`src/rtl/rtc_irq_pkg.sv`:
```
/*
 * Shared constants, types and helpers of the interrupt mask and entry check.
 * Assumes a 32-bit classic Wishbone slave port with byte address.
 */
package rtc_irq_pkg;
    localparam int DATA_W  = 32;
    localparam int ADDR_W  = 8;
    localparam int SEL_W   = 4;
    localparam int SRC_N   = 5;
    localparam int ENTRY_N = 4;

    localparam int SRC_UPDATE   = 0;
    localparam int SRC_ALARM    = 1;
    localparam int SRC_TICK     = 2;
    localparam int SRC_CLOCK_EV = 3;
    localparam int SRC_DATE_EV  = 4;

    localparam int ENTRY_TIME  = 0;
    localparam int ENTRY_DATE  = 1;
    localparam int ENTRY_TALRM = 2;
    localparam int ENTRY_DALRM = 3;

    localparam logic [ADDR_W-1:0] OFS_MODE    = 8'h00;
    localparam logic [ADDR_W-1:0] OFS_TIME    = 8'h08;
    localparam logic [ADDR_W-1:0] OFS_DATE    = 8'h0C;
    localparam logic [ADDR_W-1:0] OFS_TALRM   = 8'h10;
    localparam logic [ADDR_W-1:0] OFS_DALRM   = 8'h14;
    localparam logic [ADDR_W-1:0] OFS_FLAGS   = 8'h18;
    localparam logic [ADDR_W-1:0] OFS_CLEAR   = 8'h1C;
    localparam logic [ADDR_W-1:0] OFS_ENABLE  = 8'h20;
    localparam logic [ADDR_W-1:0] OFS_DISABLE = 8'h24;
    localparam logic [ADDR_W-1:0] OFS_MASK    = 8'h28;
    localparam logic [ADDR_W-1:0] OFS_VALID   = 8'h2C;

    localparam int   MODE_12H_BIT = 0;
    localparam int   CMD_LANE     = 0;
    localparam logic FLAG_OFF     = 1'b0;
    localparam logic MASK_OFF     = 1'b0;
    localparam logic MODE_RESET   = 1'b0;
    localparam logic [ENTRY_N-1:0] VALID_RESET = 4'h0;
    localparam logic [SRC_N-1:0]   MASK_RESET  = 5'h00;
    localparam logic [DATA_W-1:0]  WORD_ZERO   = 32'h0000_0000;
    localparam logic [DATA_W-1:0]  TIME_WMASK  = 32'h007F_7F7F;
    localparam logic [DATA_W-1:0]  DATE_WMASK  = 32'h3FFF_FF7F;
    localparam logic [DATA_W-1:0]  TALRM_WMASK = 32'h00FF_FFFF;
    localparam logic [DATA_W-1:0]  DALRM_WMASK = 32'hBF9F_0000;

    localparam int SEC_LSB   = 0;
    localparam int MIN_LSB   = 8;
    localparam int HOUR_LSB  = 16;
    localparam int AMPM_BIT  = 22;
    localparam int CENT_LSB  = 0;
    localparam int YEAR_LSB  = 8;
    localparam int MONTH_LSB = 16;
    localparam int DAY_LSB   = 21;
    localparam int DATE_LSB  = 24;

    localparam logic [7:0] SEC_FMASK   = 8'h7F;
    localparam logic [7:0] HOUR_FMASK  = 8'h3F;
    localparam logic [7:0] MONTH_FMASK = 8'h1F;
    localparam logic [7:0] DAY_FMASK   = 8'h07;
    localparam logic [7:0] DATE_FMASK  = 8'h3F;
    localparam logic [7:0] BCD_TEN     = 8'h0A;
    localparam logic [3:0] BCD_DIGIT   = 4'h9;
    localparam logic [7:0] ZERO_BIN    = 8'h00;
    localparam logic [7:0] ONE_BIN     = 8'h01;
    localparam logic [7:0] SEC_MAX     = 8'h3B;
    localparam logic [7:0] HOUR12_MAX  = 8'h0C;
    localparam logic [7:0] HOUR24_MAX  = 8'h17;
    localparam logic [7:0] CENT_MIN    = 8'h13;
    localparam logic [7:0] CENT_MAX    = 8'h14;
    localparam logic [7:0] YEAR_MAX    = 8'h63;
    localparam logic [7:0] MONTH_MAX   = 8'h0C;
    localparam logic [7:0] DAY_MAX     = 8'h07;
    localparam logic [7:0] DATE_MAX    = 8'h1F;

    typedef struct packed {
        logic              cyc;
        logic              stb;
        logic              we;
        logic [SEL_W-1:0]  sel;
        logic [ADDR_W-1:0] adr;
        logic [DATA_W-1:0] dat;
    } wb_req_s;

    typedef struct packed {
        logic              ack;
        logic [DATA_W-1:0] dat;
    } wb_rsp_s;

    typedef enum logic [1:0] {
        BUS_IDLE = 2'b01,
        BUS_ACK  = 2'b10
    } bus_state_e;

    // True when v holds two BCD digits whose value lies in lo..hi.
    function automatic logic bcd_in(input logic [7:0] v,
                                    input logic [7:0] lo,
                                    input logic [7:0] hi);
        logic [7:0] bin;
        bin = ({4'h0, v[7:4]} * BCD_TEN) + {4'h0, v[3:0]};
        bcd_in = (v[7:4] <= BCD_DIGIT) && (v[3:0] <= BCD_DIGIT) &&
                 (bin >= lo) && (bin <= hi);
    endfunction
endpackage

```
`src/rtl/rtc_irq_source.sv`:
```
/*
 * One interrupt source: a sticky event flag and its enable mask bit.
 * Assumes the clear, enable and disable commands are one-cycle pulses.
 */
`timescale 1ns/1ps
module rtc_irq_source
    import rtc_irq_pkg::*;
(
    input  wire logic clock_i,    // system clock
    input  wire logic reset_n_i,  // asynchronous reset, active low
    input  wire logic event_i,    // event pulse from the clock core
    input  wire logic clear_i,    // write-one-to-clear of the flag
    input  wire logic enable_i,   // write-one-to-set of the mask
    input  wire logic disable_i,  // write-one-to-clear of the mask
    output logic      flag_o,     // sticky event flag
    output logic      mask_o      // source enabled
);
    // An event in the cycle of a clear keeps the flag set.
    always_ff @(posedge clock_i or negedge reset_n_i) begin
        if (!reset_n_i) begin
            flag_o <= FLAG_OFF;
        end else if (event_i) begin
            flag_o <= 1'b1;
        end else if (clear_i) begin
            flag_o <= 1'b0;
        end
    end

    always_ff @(posedge clock_i or negedge reset_n_i) begin
        if (!reset_n_i) begin
            mask_o <= MASK_OFF;
        end else if (enable_i) begin
            mask_o <= 1'b1;
        end else if (disable_i) begin
            mask_o <= 1'b0;
        end
    end
endmodule

```
`src/rtl/rtc_entry_check.sv`:
```
/*
 * Range check of a candidate word for each of the four programmable entries.
 * Assumes BCD fields; purely combinational, the caller registers the result.
 */
`timescale 1ns/1ps
module rtc_entry_check
    import rtc_irq_pkg::*;
(
    input  wire logic [DATA_W-1:0]  value_i,    // word about to be stored
    input  wire logic               mode_12h_i, // 12-hour time format
    output logic      [ENTRY_N-1:0] bad_o       // invalid, one bit per entry
);
    wire logic [7:0] sec   = value_i[SEC_LSB +: 8] & SEC_FMASK;
    wire logic [7:0] min   = value_i[MIN_LSB +: 8] & SEC_FMASK;
    wire logic [7:0] hour  = value_i[HOUR_LSB +: 8] & HOUR_FMASK;
    wire logic       ampm  = value_i[AMPM_BIT];
    wire logic [7:0] cent  = value_i[CENT_LSB +: 8] & SEC_FMASK;
    wire logic [7:0] year  = value_i[YEAR_LSB +: 8];
    wire logic [7:0] month = value_i[MONTH_LSB +: 8] & MONTH_FMASK;
    wire logic [7:0] day   = value_i[DAY_LSB +: 8] & DAY_FMASK;
    wire logic [7:0] date  = value_i[DATE_LSB +: 8] & DATE_FMASK;

    // In 24-hour format the AM/PM bit has no meaning and must be clear.
    wire logic hour_ok = mode_12h_i ? bcd_in(hour, ONE_BIN, HOUR12_MAX)
                                    : (bcd_in(hour, ZERO_BIN, HOUR24_MAX)
                                       && !ampm);
    wire logic clock_ok = bcd_in(sec, ZERO_BIN, SEC_MAX) &&
                          bcd_in(min, ZERO_BIN, SEC_MAX) && hour_ok;
    wire logic md_ok    = bcd_in(month, ONE_BIN, MONTH_MAX) &&
                          bcd_in(date, ONE_BIN, DATE_MAX);
    wire logic cal_ok   = md_ok &&
                          bcd_in(cent, CENT_MIN, CENT_MAX) &&
                          bcd_in(year, ZERO_BIN, YEAR_MAX) &&
                          bcd_in(day, ONE_BIN, DAY_MAX);

    assign bad_o[ENTRY_TIME]  = !clock_ok;
    assign bad_o[ENTRY_DATE]  = !cal_ok;
    assign bad_o[ENTRY_TALRM] = !clock_ok;
    assign bad_o[ENTRY_DALRM] = !md_ok;
endmodule

```
`src/rtl/rtc_irq_ctrl.sv`:
```
/*
 * Register front end of the calendar clock: time and calendar entries with
 * validity flags, event flags, interrupt enable/disable/mask and the
 * interrupt line, behind a classic Wishbone slave.
 * Assumes event inputs are one-cycle pulses synchronous to clock_i.
 */
// How it works
// - A one in bit 0 of the disable command turns the update-grant mask off, a zero leaves it alone.
// - A one in bit 1 of the disable command turns the alarm mask off so alarms stop raising the line.
// - A one in bit 2 of the disable command turns the one-second tick mask off.
// - A one in bit 3 of the disable command turns the selected time event mask off.
// - A one in bit 4 of the disable command turns the selected date event mask off.
// - The mask register shows the update-grant enable in bit 0, one meaning enabled.
// - The mask register shows the alarm enable in bit 1, one meaning enabled.
// - The mask register shows tick, time event and date event enables in bits 2, 3 and 4.
// - Validity bit 0 is set when the time entry was loaded with invalid data and reads 0 otherwise.
// - Validity bit 1 is set when the date entry was loaded with invalid data.
// - Validity bit 2 is set when the time alarm entry was loaded with invalid data.
// - Validity bit 3 is set when the date alarm entry was loaded with invalid data.
// - Each validity bit holds until its entry is next written, and a valid write clears it.
// - A one in bits 0 to 4 of the enable command turns the matching mask on, a zero does nothing.
// - A one in bits 0 to 4 of the clear command clears the matching event flag unless that source's event arrives in the same cycle.
`timescale 1ns/1ps
module rtc_irq_ctrl
    import rtc_irq_pkg::*;
(
    input  wire logic                clock_i,      // 200 MHz system clock
    input  wire logic                reset_n_i,    // async reset, active low
    input  wire wb_req_s             wb_req_i,     // Wishbone request
    output wb_rsp_s                  wb_rsp_o,     // Wishbone answer
    input  wire logic [SRC_N-1:0]    events_i,     // event pulses
    output logic                     irq_o,        // level interrupt
    output logic      [DATA_W-1:0]   time_o,       // stored time entry
    output logic      [DATA_W-1:0]   date_o,       // stored date entry
    output logic      [DATA_W-1:0]   time_alarm_o, // stored time alarm
    output logic      [DATA_W-1:0]   date_alarm_o, // stored date alarm
    output logic      [ENTRY_N-1:0]  load_o,       // entry written pulse
    output logic                     mode_12h_o    // 12-hour format
);
    bus_state_e                state;
    bus_state_e                next_state;
    logic       [ENTRY_N-1:0]  entry_invalid;
    logic       [SRC_N-1:0]    flags;
    logic       [SRC_N-1:0]    mask;
    logic       [ENTRY_N-1:0]  bad;
    logic       [DATA_W-1:0]   old_word;
    logic       [DATA_W-1:0]   merged;
    logic       [DATA_W-1:0]   rd_data;
    logic       [ENTRY_N-1:0]  wr_entry;
    logic       [SRC_N-1:0]    cmd_bits;
    logic       [SRC_N-1:0]    clear_cmd;
    logic       [SRC_N-1:0]    enable_cmd;
    logic       [SRC_N-1:0]    disable_cmd;

    function automatic logic [DATA_W-1:0] merge(input logic [DATA_W-1:0] o,
                                                input logic [DATA_W-1:0] n,
                                                input logic [SEL_W-1:0] s);
        logic [DATA_W-1:0] r;
        r = o;
        for (int b = 0; b < SEL_W; b++) begin
            if (s[b]) begin
                r[b*8 +: 8] = n[b*8 +: 8];
            end
        end
        merge = r;
    endfunction

    function automatic logic [DATA_W-1:0] low_bits(input logic [7:0] v);
        low_bits = {24'h00_0000, v};
    endfunction

    // Bus decode.
    wire logic take    = wb_req_i.cyc && wb_req_i.stb && (state == BUS_IDLE);
    wire logic wr_take = take && wb_req_i.we;
    wire logic rd_take = take && !wb_req_i.we;
    wire logic [ADDR_W-1:0] adr = wb_req_i.adr;

    wire logic hit_mode    = (adr == OFS_MODE);
    wire logic hit_time    = (adr == OFS_TIME);
    wire logic hit_date    = (adr == OFS_DATE);
    wire logic hit_talrm   = (adr == OFS_TALRM);
    wire logic hit_dalrm   = (adr == OFS_DALRM);
    wire logic hit_flags   = (adr == OFS_FLAGS);
    wire logic hit_clear   = (adr == OFS_CLEAR);
    wire logic hit_enable  = (adr == OFS_ENABLE);
    wire logic hit_disable = (adr == OFS_DISABLE);
    wire logic hit_mask    = (adr == OFS_MASK);
    wire logic hit_valid   = (adr == OFS_VALID);

    assign wr_entry[ENTRY_TIME]  = wr_take && hit_time;
    assign wr_entry[ENTRY_DATE]  = wr_take && hit_date;
    assign wr_entry[ENTRY_TALRM] = wr_take && hit_talrm;
    assign wr_entry[ENTRY_DALRM] = wr_take && hit_dalrm;
    wire logic wr_mode    = wr_take && hit_mode && wb_req_i.sel[CMD_LANE];

    // Command registers act on byte lane 0 only; their bits are one-shot.
    assign cmd_bits    = wb_req_i.sel[CMD_LANE] ? wb_req_i.dat[SRC_N-1:0]
                                                : MASK_RESET;
    assign clear_cmd   = (wr_take && hit_clear)   ? cmd_bits : MASK_RESET;
    assign enable_cmd  = (wr_take && hit_enable)  ? cmd_bits : MASK_RESET;
    assign disable_cmd = (wr_take && hit_disable) ? cmd_bits : MASK_RESET;

    assign old_word = hit_time  ? time_o       :
                      hit_date  ? date_o       :
                      hit_talrm ? time_alarm_o :
                      hit_dalrm ? date_alarm_o : WORD_ZERO;
    assign merged   = merge(old_word, wb_req_i.dat, wb_req_i.sel);

    // Write-only commands and unmapped offsets read as zero.
    assign rd_data = hit_mode  ? {31'h0000_0000, mode_12h_o} :
                     hit_time  ? time_o       :
                     hit_date  ? date_o       :
                     hit_talrm ? time_alarm_o :
                     hit_dalrm ? date_alarm_o :
                     hit_flags ? low_bits({3'h0, flags}) :
                     hit_mask  ? low_bits({3'h0, mask})  :
                     hit_valid ? low_bits({4'h0, entry_invalid}) :
                                 WORD_ZERO;

    // Every take is answered in the next cycle, then the slave idles once.
    always_comb begin
        case (state)
            BUS_IDLE: next_state = take ? BUS_ACK : BUS_IDLE;
            BUS_ACK:  next_state = BUS_IDLE;
            default:  next_state = BUS_IDLE;
        endcase
    end

    rtc_entry_check u_check (
        .value_i    (merged),
        .mode_12h_i (mode_12h_o),
        .bad_o      (bad)
    );

    generate
        for (genvar s = 0; s < SRC_N; s++) begin : g_src
            rtc_irq_source u_src (
                .clock_i   (clock_i),
                .reset_n_i (reset_n_i),
                .event_i   (events_i[s]),
                .clear_i   (clear_cmd[s]),
                .enable_i  (enable_cmd[s]),
                .disable_i (disable_cmd[s]),
                .flag_o    (flags[s]),
                .mask_o    (mask[s])
            );
        end
    endgenerate

    always_ff @(posedge clock_i or negedge reset_n_i) begin
        if (!reset_n_i) begin
            state    <= BUS_IDLE;
            wb_rsp_o <= '0;
        end else begin
            state        <= next_state;
            wb_rsp_o.ack <= take;
            wb_rsp_o.dat <= rd_take ? rd_data : WORD_ZERO;
        end
    end

    always_ff @(posedge clock_i or negedge reset_n_i) begin
        if (!reset_n_i) begin
            irq_o <= 1'b0;
        end else begin
            irq_o <= |(flags & mask);
        end
    end

    always_ff @(posedge clock_i or negedge reset_n_i) begin
        if (!reset_n_i) begin
            time_o       <= WORD_ZERO;
            date_o       <= WORD_ZERO;
            time_alarm_o <= WORD_ZERO;
            date_alarm_o <= WORD_ZERO;
            mode_12h_o   <= MODE_RESET;
        end else begin
            if (wr_entry[ENTRY_TIME]) begin
                time_o <= merged & TIME_WMASK;
            end
            if (wr_entry[ENTRY_DATE]) begin
                date_o <= merged & DATE_WMASK;
            end
            if (wr_entry[ENTRY_TALRM]) begin
                time_alarm_o <= merged & TALRM_WMASK;
            end
            if (wr_entry[ENTRY_DALRM]) begin
                date_alarm_o <= merged & DALRM_WMASK;
            end
            if (wr_mode) begin
                mode_12h_o <= wb_req_i.dat[MODE_12H_BIT];
            end
        end
    end

    // A write re-judges its own entry only; others keep their flag.
    always_ff @(posedge clock_i or negedge reset_n_i) begin
        if (!reset_n_i) begin
            entry_invalid <= VALID_RESET;
            load_o        <= VALID_RESET;
        end else begin
            load_o <= wr_entry;
            for (int e = 0; e < ENTRY_N; e++) begin
                if (wr_entry[e]) begin
                    entry_invalid[e] <= bad[e];
                end
            end
        end
    end
endmodule

```
`config.mk`:
```
export PLATFORM = sky130hd
export DESIGN_NAME = rtc_irq_ctrl
export DESIGN_NICKNAME = d
export VERILOG_FILES = /design/src/rtl/rtc_irq_pkg.sv /design/src/rtl/rtc_irq_source.sv /design/src/rtl/rtc_entry_check.sv /design/src/rtl/rtc_irq_ctrl.sv
export SDC_FILE = /design/constraint.sdc
export NUM_CORES = 1
export LEC_CHECK = 0
export CORE_UTILIZATION = 52
export CTS_CLUSTER_SIZE = 14
export DETAILED_ROUTE_END_ITERATION = 6
export DONT_BUFFER_PORTS = 1
export PLACE_DENSITY = 0.71
export SLEW_MARGIN = 20
export SYNTH_ARGS = -nofsm -noshare
export SYNTH_HDL_FRONTEND = slang
export SYNTH_SLANG_ARGS = --single-unit
```
`constraint.sdc`:
```
create_clock -name clock_i -period 10.95 [get_ports clock_i]
set_clock_uncertainty 0.15 [all_clocks]
set_input_delay 0.5475 -clock clock_i [delete_from_list [all_inputs] [get_ports clock_i]]
set_output_delay 0.5475 -clock clock_i [all_outputs]
set_load 0.02 [all_outputs]
```
==> results of run 1 <==
## Yosys cell counts, types with 14 or more instances
master,number
a21oi_1,40
buf_4,44
dfrtp_1,139
ha_1,22
nand2_1,123
nor2_1,52
nand3_1,17
nand2b_1,19
clkbuf_1,30
o21ai_0,87
mux2_2,14
a22oi_1,14
inv_1,35
mux2i_1,18
## sequential cells by signal, indices dropped and copies added (netlist names)
signal / cells
g_src.u_src.flag_o: 5
irq_o: 1
state: 2
g_src.u_src.mask_o: 5
time_o: 21
time_alarm_o: 24
load_o: 4
date_o: 29
wb_rsp_o: 31
entry_invalid: 4
mode_12h_o: 1
date_alarm_o: 13
## through the flow
step                      instances  hold slack [ns]  power (mW)
after CTS                      1001           0.0278        1.19
after floorplan                 857            0.102       0.622
final                          1001           0.0391        1.18
after detailed placement        967            0.105       0.625
after global routing           1001           0.0233        1.22
after global placement          967            0.105       0.622
## worst min path at each step
stage	start	endpoint	slack, ns	cells past startpoint
floorplan	reset_n_i	date_alarm_o[16]	0.10	0
global placement	reset_n_i	wb_rsp_o[29]	0.11	0
detailed placement	reset_n_i	wb_rsp_o[29]	0.11	0
CTS	wb_req_i[44]	wb_rsp_o[0]	0.03	1
global route	wb_req_i[44]	wb_rsp_o[0]	0.02	1
finish	wb_req_i[44]	wb_rsp_o[0]	0.04	1
## critical path, cell delays in order
cell      delay [ns]
nor4b_1         0.81
nand2_1         0.75
nor2_1          0.34
o31a_1          0.25
inv_1           0.10
ha_1            0.35
ha_1            0.30
nor2b_1         0.14
or3b_2          0.46
a221oi_1        0.28
o21ai_0         0.13
nand4b_1        0.22
or4_1           0.45
mux2_2          0.28
## power groups by stage
stage	sequential, mW	combinational [mW]	clock [mW]
after CTS	0.530	0.0978	0.558
final	0.530	0.0979	0.551
after global placement	0.539	0.0835	0
after global routing	0.530	0.109	0.584
after detailed placement	0.539	0.0856	0
after floorplan	0.537	0.0848	0
## metal layers
metal / vias up / part of all wire / track usage
met5: - / 0 / 0
met4: 0 / 0.024 / 0.117
li1: 2761 / - / -
met3: 39 / 0.11 / 0.105
met2: 312 / 0.47 / 0.471
met1: 3008 / 0.39 / 0.371
## kinds of logic (layout without fill, tap and decap cells)
logic type      count (synthesis)  count (layout)  share of synthesized area
compound gates                212             212                      0.176
mux                            32              32                     0.0445
buf+inv                       115              79                     0.0795
other cells                     1              42                   0.000493
flops                         140             140                      0.461
fa+ha+maj                      28              28                     0.0507
xor+xnor                        7               7                    0.00807
simple gates                  281             281                      0.180
## area by class of cell
cell class                      count  share of cell area
Tap cell                          180              0.0274
Multi-Input combinational cell    602               0.446
Timing Repair Buffer               12              0.0137
Clock inverter                     13              0.0142
Clock buffer                       19              0.0552
Sequential cell                   140               0.427
Inverter                           35              0.0160
## what timing repair did
action                     CTS  global route
buffers inserted             0             0
hold buffers                 2             0
hold endpoints to repair   140             0
setup endpoints to repair    0             0
==> summary.md, run 1 <==
| Metric | Value |
|---|---|
| Status | completed |
| Setup crit start | wb_req_i[33] |
| Initial DRC Count | 591 |
| CTS Root Cell | clkbuf_16 |
| Share of the synthesized area in the top cell type | 0.458 |
| Vias in the first global route | 5935 |
| Cell accounting for the most synthesized area | dfrtp_1 |
| Final slew viol count | 0 |
| Area Growth Syn to Fin | 7.97% |
| Routability cong. | 0.980 |
| Fillers | 1212 |
| Flop pwr share | 0.450 |
| Commonest non-fill, non-tap cell in the layout | dfrtp_1 |
| Relative slew slack | 0.363 |
| Worst-margin pin slew | 0.943 ns |
| Initial antenna violation count | 0 |
| Final hold violations | 0 |
| # H-tree levels | 4 |
| WL/cell | 21.4 um |
| Register area | 0.00350 sq mm |
| Buffers on Ports | 0 |
| Insertion delay to the later sink of the worst-skew pair | 0.42 ns |
| Final instance area | 0.00821 sq mm |
| # diodes | 0 |
| Gr usage total | 0.297 |
| Antenna viol nets, final | 0 |
| Min Tclk post-route | 5.26 ns |
| FF-to-FF End | entry_invalid[2] |
| Via Count | 6120 |
| Clk sink count | 140 |
| LEAKAGE | 3.86 nW |
| First-pass GRT wire length | 33100 um |
| Period utilization | 0.481 |
| Warning count from the yosys run | 0 |
| CTS tree | done |
| Post-Syn Area | 0.00760 sq mm |
| Gate Count Post-Synth | 816 |
| Yosys reg bits | 140 |
| Synth area leaders | dfrtp_1 (46%), nand2_1 (6.1%), o21ai_0 (5.7%) |
| Clk pwr share | 0.467 |
| Netlist cell types | 73 |
| Fin Setup TNS | 0 ns |
| Seq/Total Area, Yosys | 0.461 |
| Area of the multi-input gates | 0.00366 sq mm |
| Area after DPL | 0.00760 sq mm |
| Die Wd | 123 um |
| Row count | 43 |
| Prevailing post-synth register cell | dfrtp_1 |
| Routed WL | 21500 um |
| Die Height | 123 um |
| RSZ-0062 raised after global routing | no |
| Starting Density | 0.541 |
| End of the critical path | entry_invalid[2] |
| Layout Nets | 889 |
| Most frequent cells in the layout | dfrtp_1 (139), nand2_1 (123), o21ai_0 (87), nor2_1 (51), conb_1 (42) |
| TritonRoute pass-1 iters | 5 |
| VDD IR max | 0.115 mV |
| Area of the core | 0.0140 sq mm |
| Psw | 302 uW |
| Internal power | 876 uW |
| Reg2Reg Depth | 13 |
| Asr flop ratio synth | 1.00 |
| Crit path kind | input pin to register |
| Worst Path Required | 11.11 ns |
| Mean Syn Cell Area | 9.31 sq um |
| Hold crit path type | input pin to register |
| Pre-CTS setup slack | 5.34 ns |
| Worst setup EP type | register |
| Vias per cell | 6.11 |
| # IOs | 221 |
| Switching share of power | 0.256 |
| Total gr overflow | 0 |
| Clock Path Buffers | 2 |
| Largest net degree at the start of global routing | 141 |
| # DRC | 0 |
| Setup Viol. Count Final | 0 |
| Post-cts repair resize count | 0 |
| F_max | 190 MHz |
| Worst-path clk slew | 0.06 ns |
| Die area | 0.0151 sq mm |
| Layout cells sized above 1 | 0.0914 |
| Critical path launch point type | input pin |
| Pwr Density | 144 mW/mm^2 |
| Crit Path Max Fanout | 15 |
| Number of synthesized flops with an enable pin | 0 |
| Flop-to-flop setup slack | 6.44 ns |
| Critical Path AT | 5.42 ns |
| CTS buffer count | 17 |
| Slack of the critical path | 5.69 ns |
| Detailed Place HPWL | 15200 um |
| Final core area utilization | 0.584 |
| Worst r2r src | date_o[14] |
| Max cap viols | 0 |
| Comb power frac | 0.083 |
Note: power is estimated with default switching activity, not from simulation.
==> inputs of run 2 (changes only) <==
- clock period: 10.95 -> 5 ns (I/O delays scaled with it)
==> run 2 against run 1 <==
The flow now finishes with violations (design-rule violations); clock power grew 140%; clock-buffer cell count rose by 1; setup slack got worse by 5.3 ns; flip-flop and latch count is the same; core utilization rose by 3.8 points; die area did not move; critical path depth fell by 1.
==> summary.md, run 2 (synthesized netlist as in run 1, its figures left out) <==
| Metric | Value |
|---|---|
| Status | finished with violations |
| Failing checks | design-rule violations |
| Clock Path Buffers | 2 (unchanged) |
| Worst-path clk slew | 0.06 ns (about the same) |
| Area Growth Syn to Fin | 15.0% |
| # H-tree levels | 4 (unchanged) |
| RSZ-0062 raised after global routing | no |
| FF-to-FF End | entry_invalid[0] |
| Initial antenna violation count | 0 (unchanged) |
| Flop-to-flop setup slack | 0.66 ns (-5.78 ns) |
| WL/cell | 21.9 um (+2.4%) |
| Area of the multi-input gates | 0.00365 sq mm (-0.41%) |
| Starting Density | 0.541 (unchanged) |
| Vias in the first global route | 6379 (+7.5%) |
| Crit Path Max Fanout | 7 (-8) |
| Clk sink count | 140 (unchanged) |
| Total gr overflow | 0 (unchanged) |
| Reg2Reg Depth | 13 (unchanged) |
| Setup crit start | wb_req_i[33] |
| Final instance area | 0.00874 sq mm (+6.6%) |
| CTS buffer count | 17 (unchanged) |
| Gr usage total | 0.317 (+0.0197) |
| LEAKAGE | 4.11 nW (+6.5%) |
| Min Tclk post-route | 4.65 ns |
| Biggest register | wb_rsp_o |
| F_max | 215 MHz |
| Layout Nets | 938 (+5.5%) |
| Max cap viols | 0 (unchanged) |
| Worst Path Required | 5.16 ns (-5.95 ns) |
| Register area | 0.00350 sq mm (unchanged) |
| Insertion delay to the later sink of the worst-skew pair | 0.43 ns (about the same) |
| Buffers on Ports | 0 (unchanged) |
| End of the critical path | entry_invalid[0] |
| Final hold violations | 0 (unchanged) |
| Worst setup EP type | register |
| VDD IR max | 0.210 mV (+83%) |
| Largest regs | wb_rsp_o x31, date_o x29, time_alarm_o x24 |
| Relative slew slack | 0.319 (-0.0437) |
| # diodes | 0 (unchanged) |
| First-pass GRT wire length | 35200 um (+6.5%) |
| Worst r2r src | time_o[12] |
| Row count | 43 (unchanged) |
| Layout cells sized above 1 | 0.0954 (+0.00405) |
| Pwr Total | 2.73 mW (+130%) |
| Antenna viol nets, final | 0 (unchanged) |
| Fillers | 1183 (-2.4%) |
| Commonest non-fill, non-tap cell in the layout | dfrtp_1 |
| Placed instance count | 976 (+0.93%) |
| TritonRoute pass-1 iters | 7 (+2) |
| Final core area utilization | 0.623 (+0.0383) |
| Die Wd | 123 um (unchanged) |
| Die area | 0.0151 sq mm (unchanged) |
| Vias per cell | 6.24 (+2.0%) |
| Routed WL | 23000 um (+7.4%) |
| Final slew viol count | 0 (unchanged) |
| Setup Viol. Count Final | 0 (unchanged) |
| Die Height | 123 um (unchanged) |
| Most frequent cells in the layout | dfrtp_1 (139), nand2_1 (123), o21ai_0 (87), nor2_1 (51), conb_1 (42) |
| Detailed Place HPWL | 15800 um (+3.7%) |
| CTS tree | done |
| Area of the core | 0.0140 sq mm (unchanged) |
| Worst-margin pin slew | 1.02 ns (+0.0789 ns) |
| Crit path kind | input pin to register |
| Final cell count without fillers | 1050 (+4.9%) |
| Critical Path AT | 4.81 ns (-0.61 ns) |
| Area after DPL | 0.00768 sq mm (+1.0%) |
| Critical path launch point type | input pin |
| Pre-CTS setup slack | 0.0609 ns (-5.28 ns) |
| Period utilization | 0.931 |
| Routability cong. | 0.914 (-6.8%) |
| CTS Root Cell | clkbuf_16 |
| Hold crit path type | input pin to register |
| Slack of the critical path | 0.346 ns (-5.34 ns) |
| # DRC | 6 (+6) |
| Final Hold Slack | 0.0127 ns (-0.0264 ns) |
| Initial DRC Count | 795 (+35%) |
| Largest net degree at the start of global routing | 141 (unchanged) |
| Via Count | 6550 (+7.0%) |
| Max FFs per register | 31 (unchanged) |
| # IOs | 221 (unchanged) |
| Fin Setup TNS | 0 ns (unchanged) |
| Pwr Density | 313 mW/mm^2 (+120%) |
-- run 2: changes by cell type in the layout (fill, tap and decap cells not counted), moves of 2 or more --
cell           before  now
dlygate4sd3_1       1   40
buf_4              10   17
bufinv_16           1    3
buf_12              0    2
clkinvlp_4          6    4
clkinv_2            3    1
-- run 2: layer usage --
layer / wire length (um) / up-vias / track usage
li1: - / 2861 / -
met4: 803 / 0 / 0.152
met3: 2510 / 69 / 0.100
met2: 10900 / 418 / 0.499
met5: 0 / - / 0
met1: 8800 / 3202 / 0.395
-- run 2: cell type report --
cell class	count	area share
Multi-Input combinational cell	602	0.417
Sequential cell	140	0.401
Timing Repair Buffer	61	0.0695
Clock buffer	20	0.0534
Tap cell	180	0.0258
Clock inverter	12	0.0183
Inverter	35	0.0150
-- run 2: critical path, cell delays in order --
cell and delay (ns):
dlygate4sd3_1 0.58, nor4_4 0.60, dlygate4sd3_1 0.71, nand3_1 0.11, a221o_1 0.33, and2_0 0.27, fa_1 0.49, nor2b_1 0.19
o21ai_0 0.13, xor2_1 0.21, nor4_1 0.08, or4_1 0.57, mux2_2 0.29
-- run 2: how the worst min path moves through the flow --
stage / from / end / slack [ns] / cells past startpoint
3_3_place_gp: reset_n_i / wb_rsp_o[29] / -0.19 / 0
5_1_grt: wb_req_i[44] / date_o[20] / 0.03 / 3
6_report: wb_req_i[34] / g_src[0].u_src.flag_o / 0.01 / 3
4_1_cts: wb_req_i[34] / wb_rsp_o[4] / 0.002 / 3
2_1_floorplan: reset_n_i / date_alarm_o[16] / -0.20 / 0
3_5_place_dp: reset_n_i / wb_rsp_o[25] / -0.19 / 0
-- run 2: report_power, final --
group	switching, mW	total (mW)	internal (mW)
combinational	0.161	0.248	0.0871
clock	0.497	1.32	0.827
sequential	0.0181	1.16	1.14
-- run 2: timing repair --
item | in CTS | in global routing
endpoints found under the setup margin | 0 | 2
gates resized for setup | 0 | 1
setup buffers | 0 | 0
hold buffers | 42 | 0
hold endpoints to repair | 191 | 0
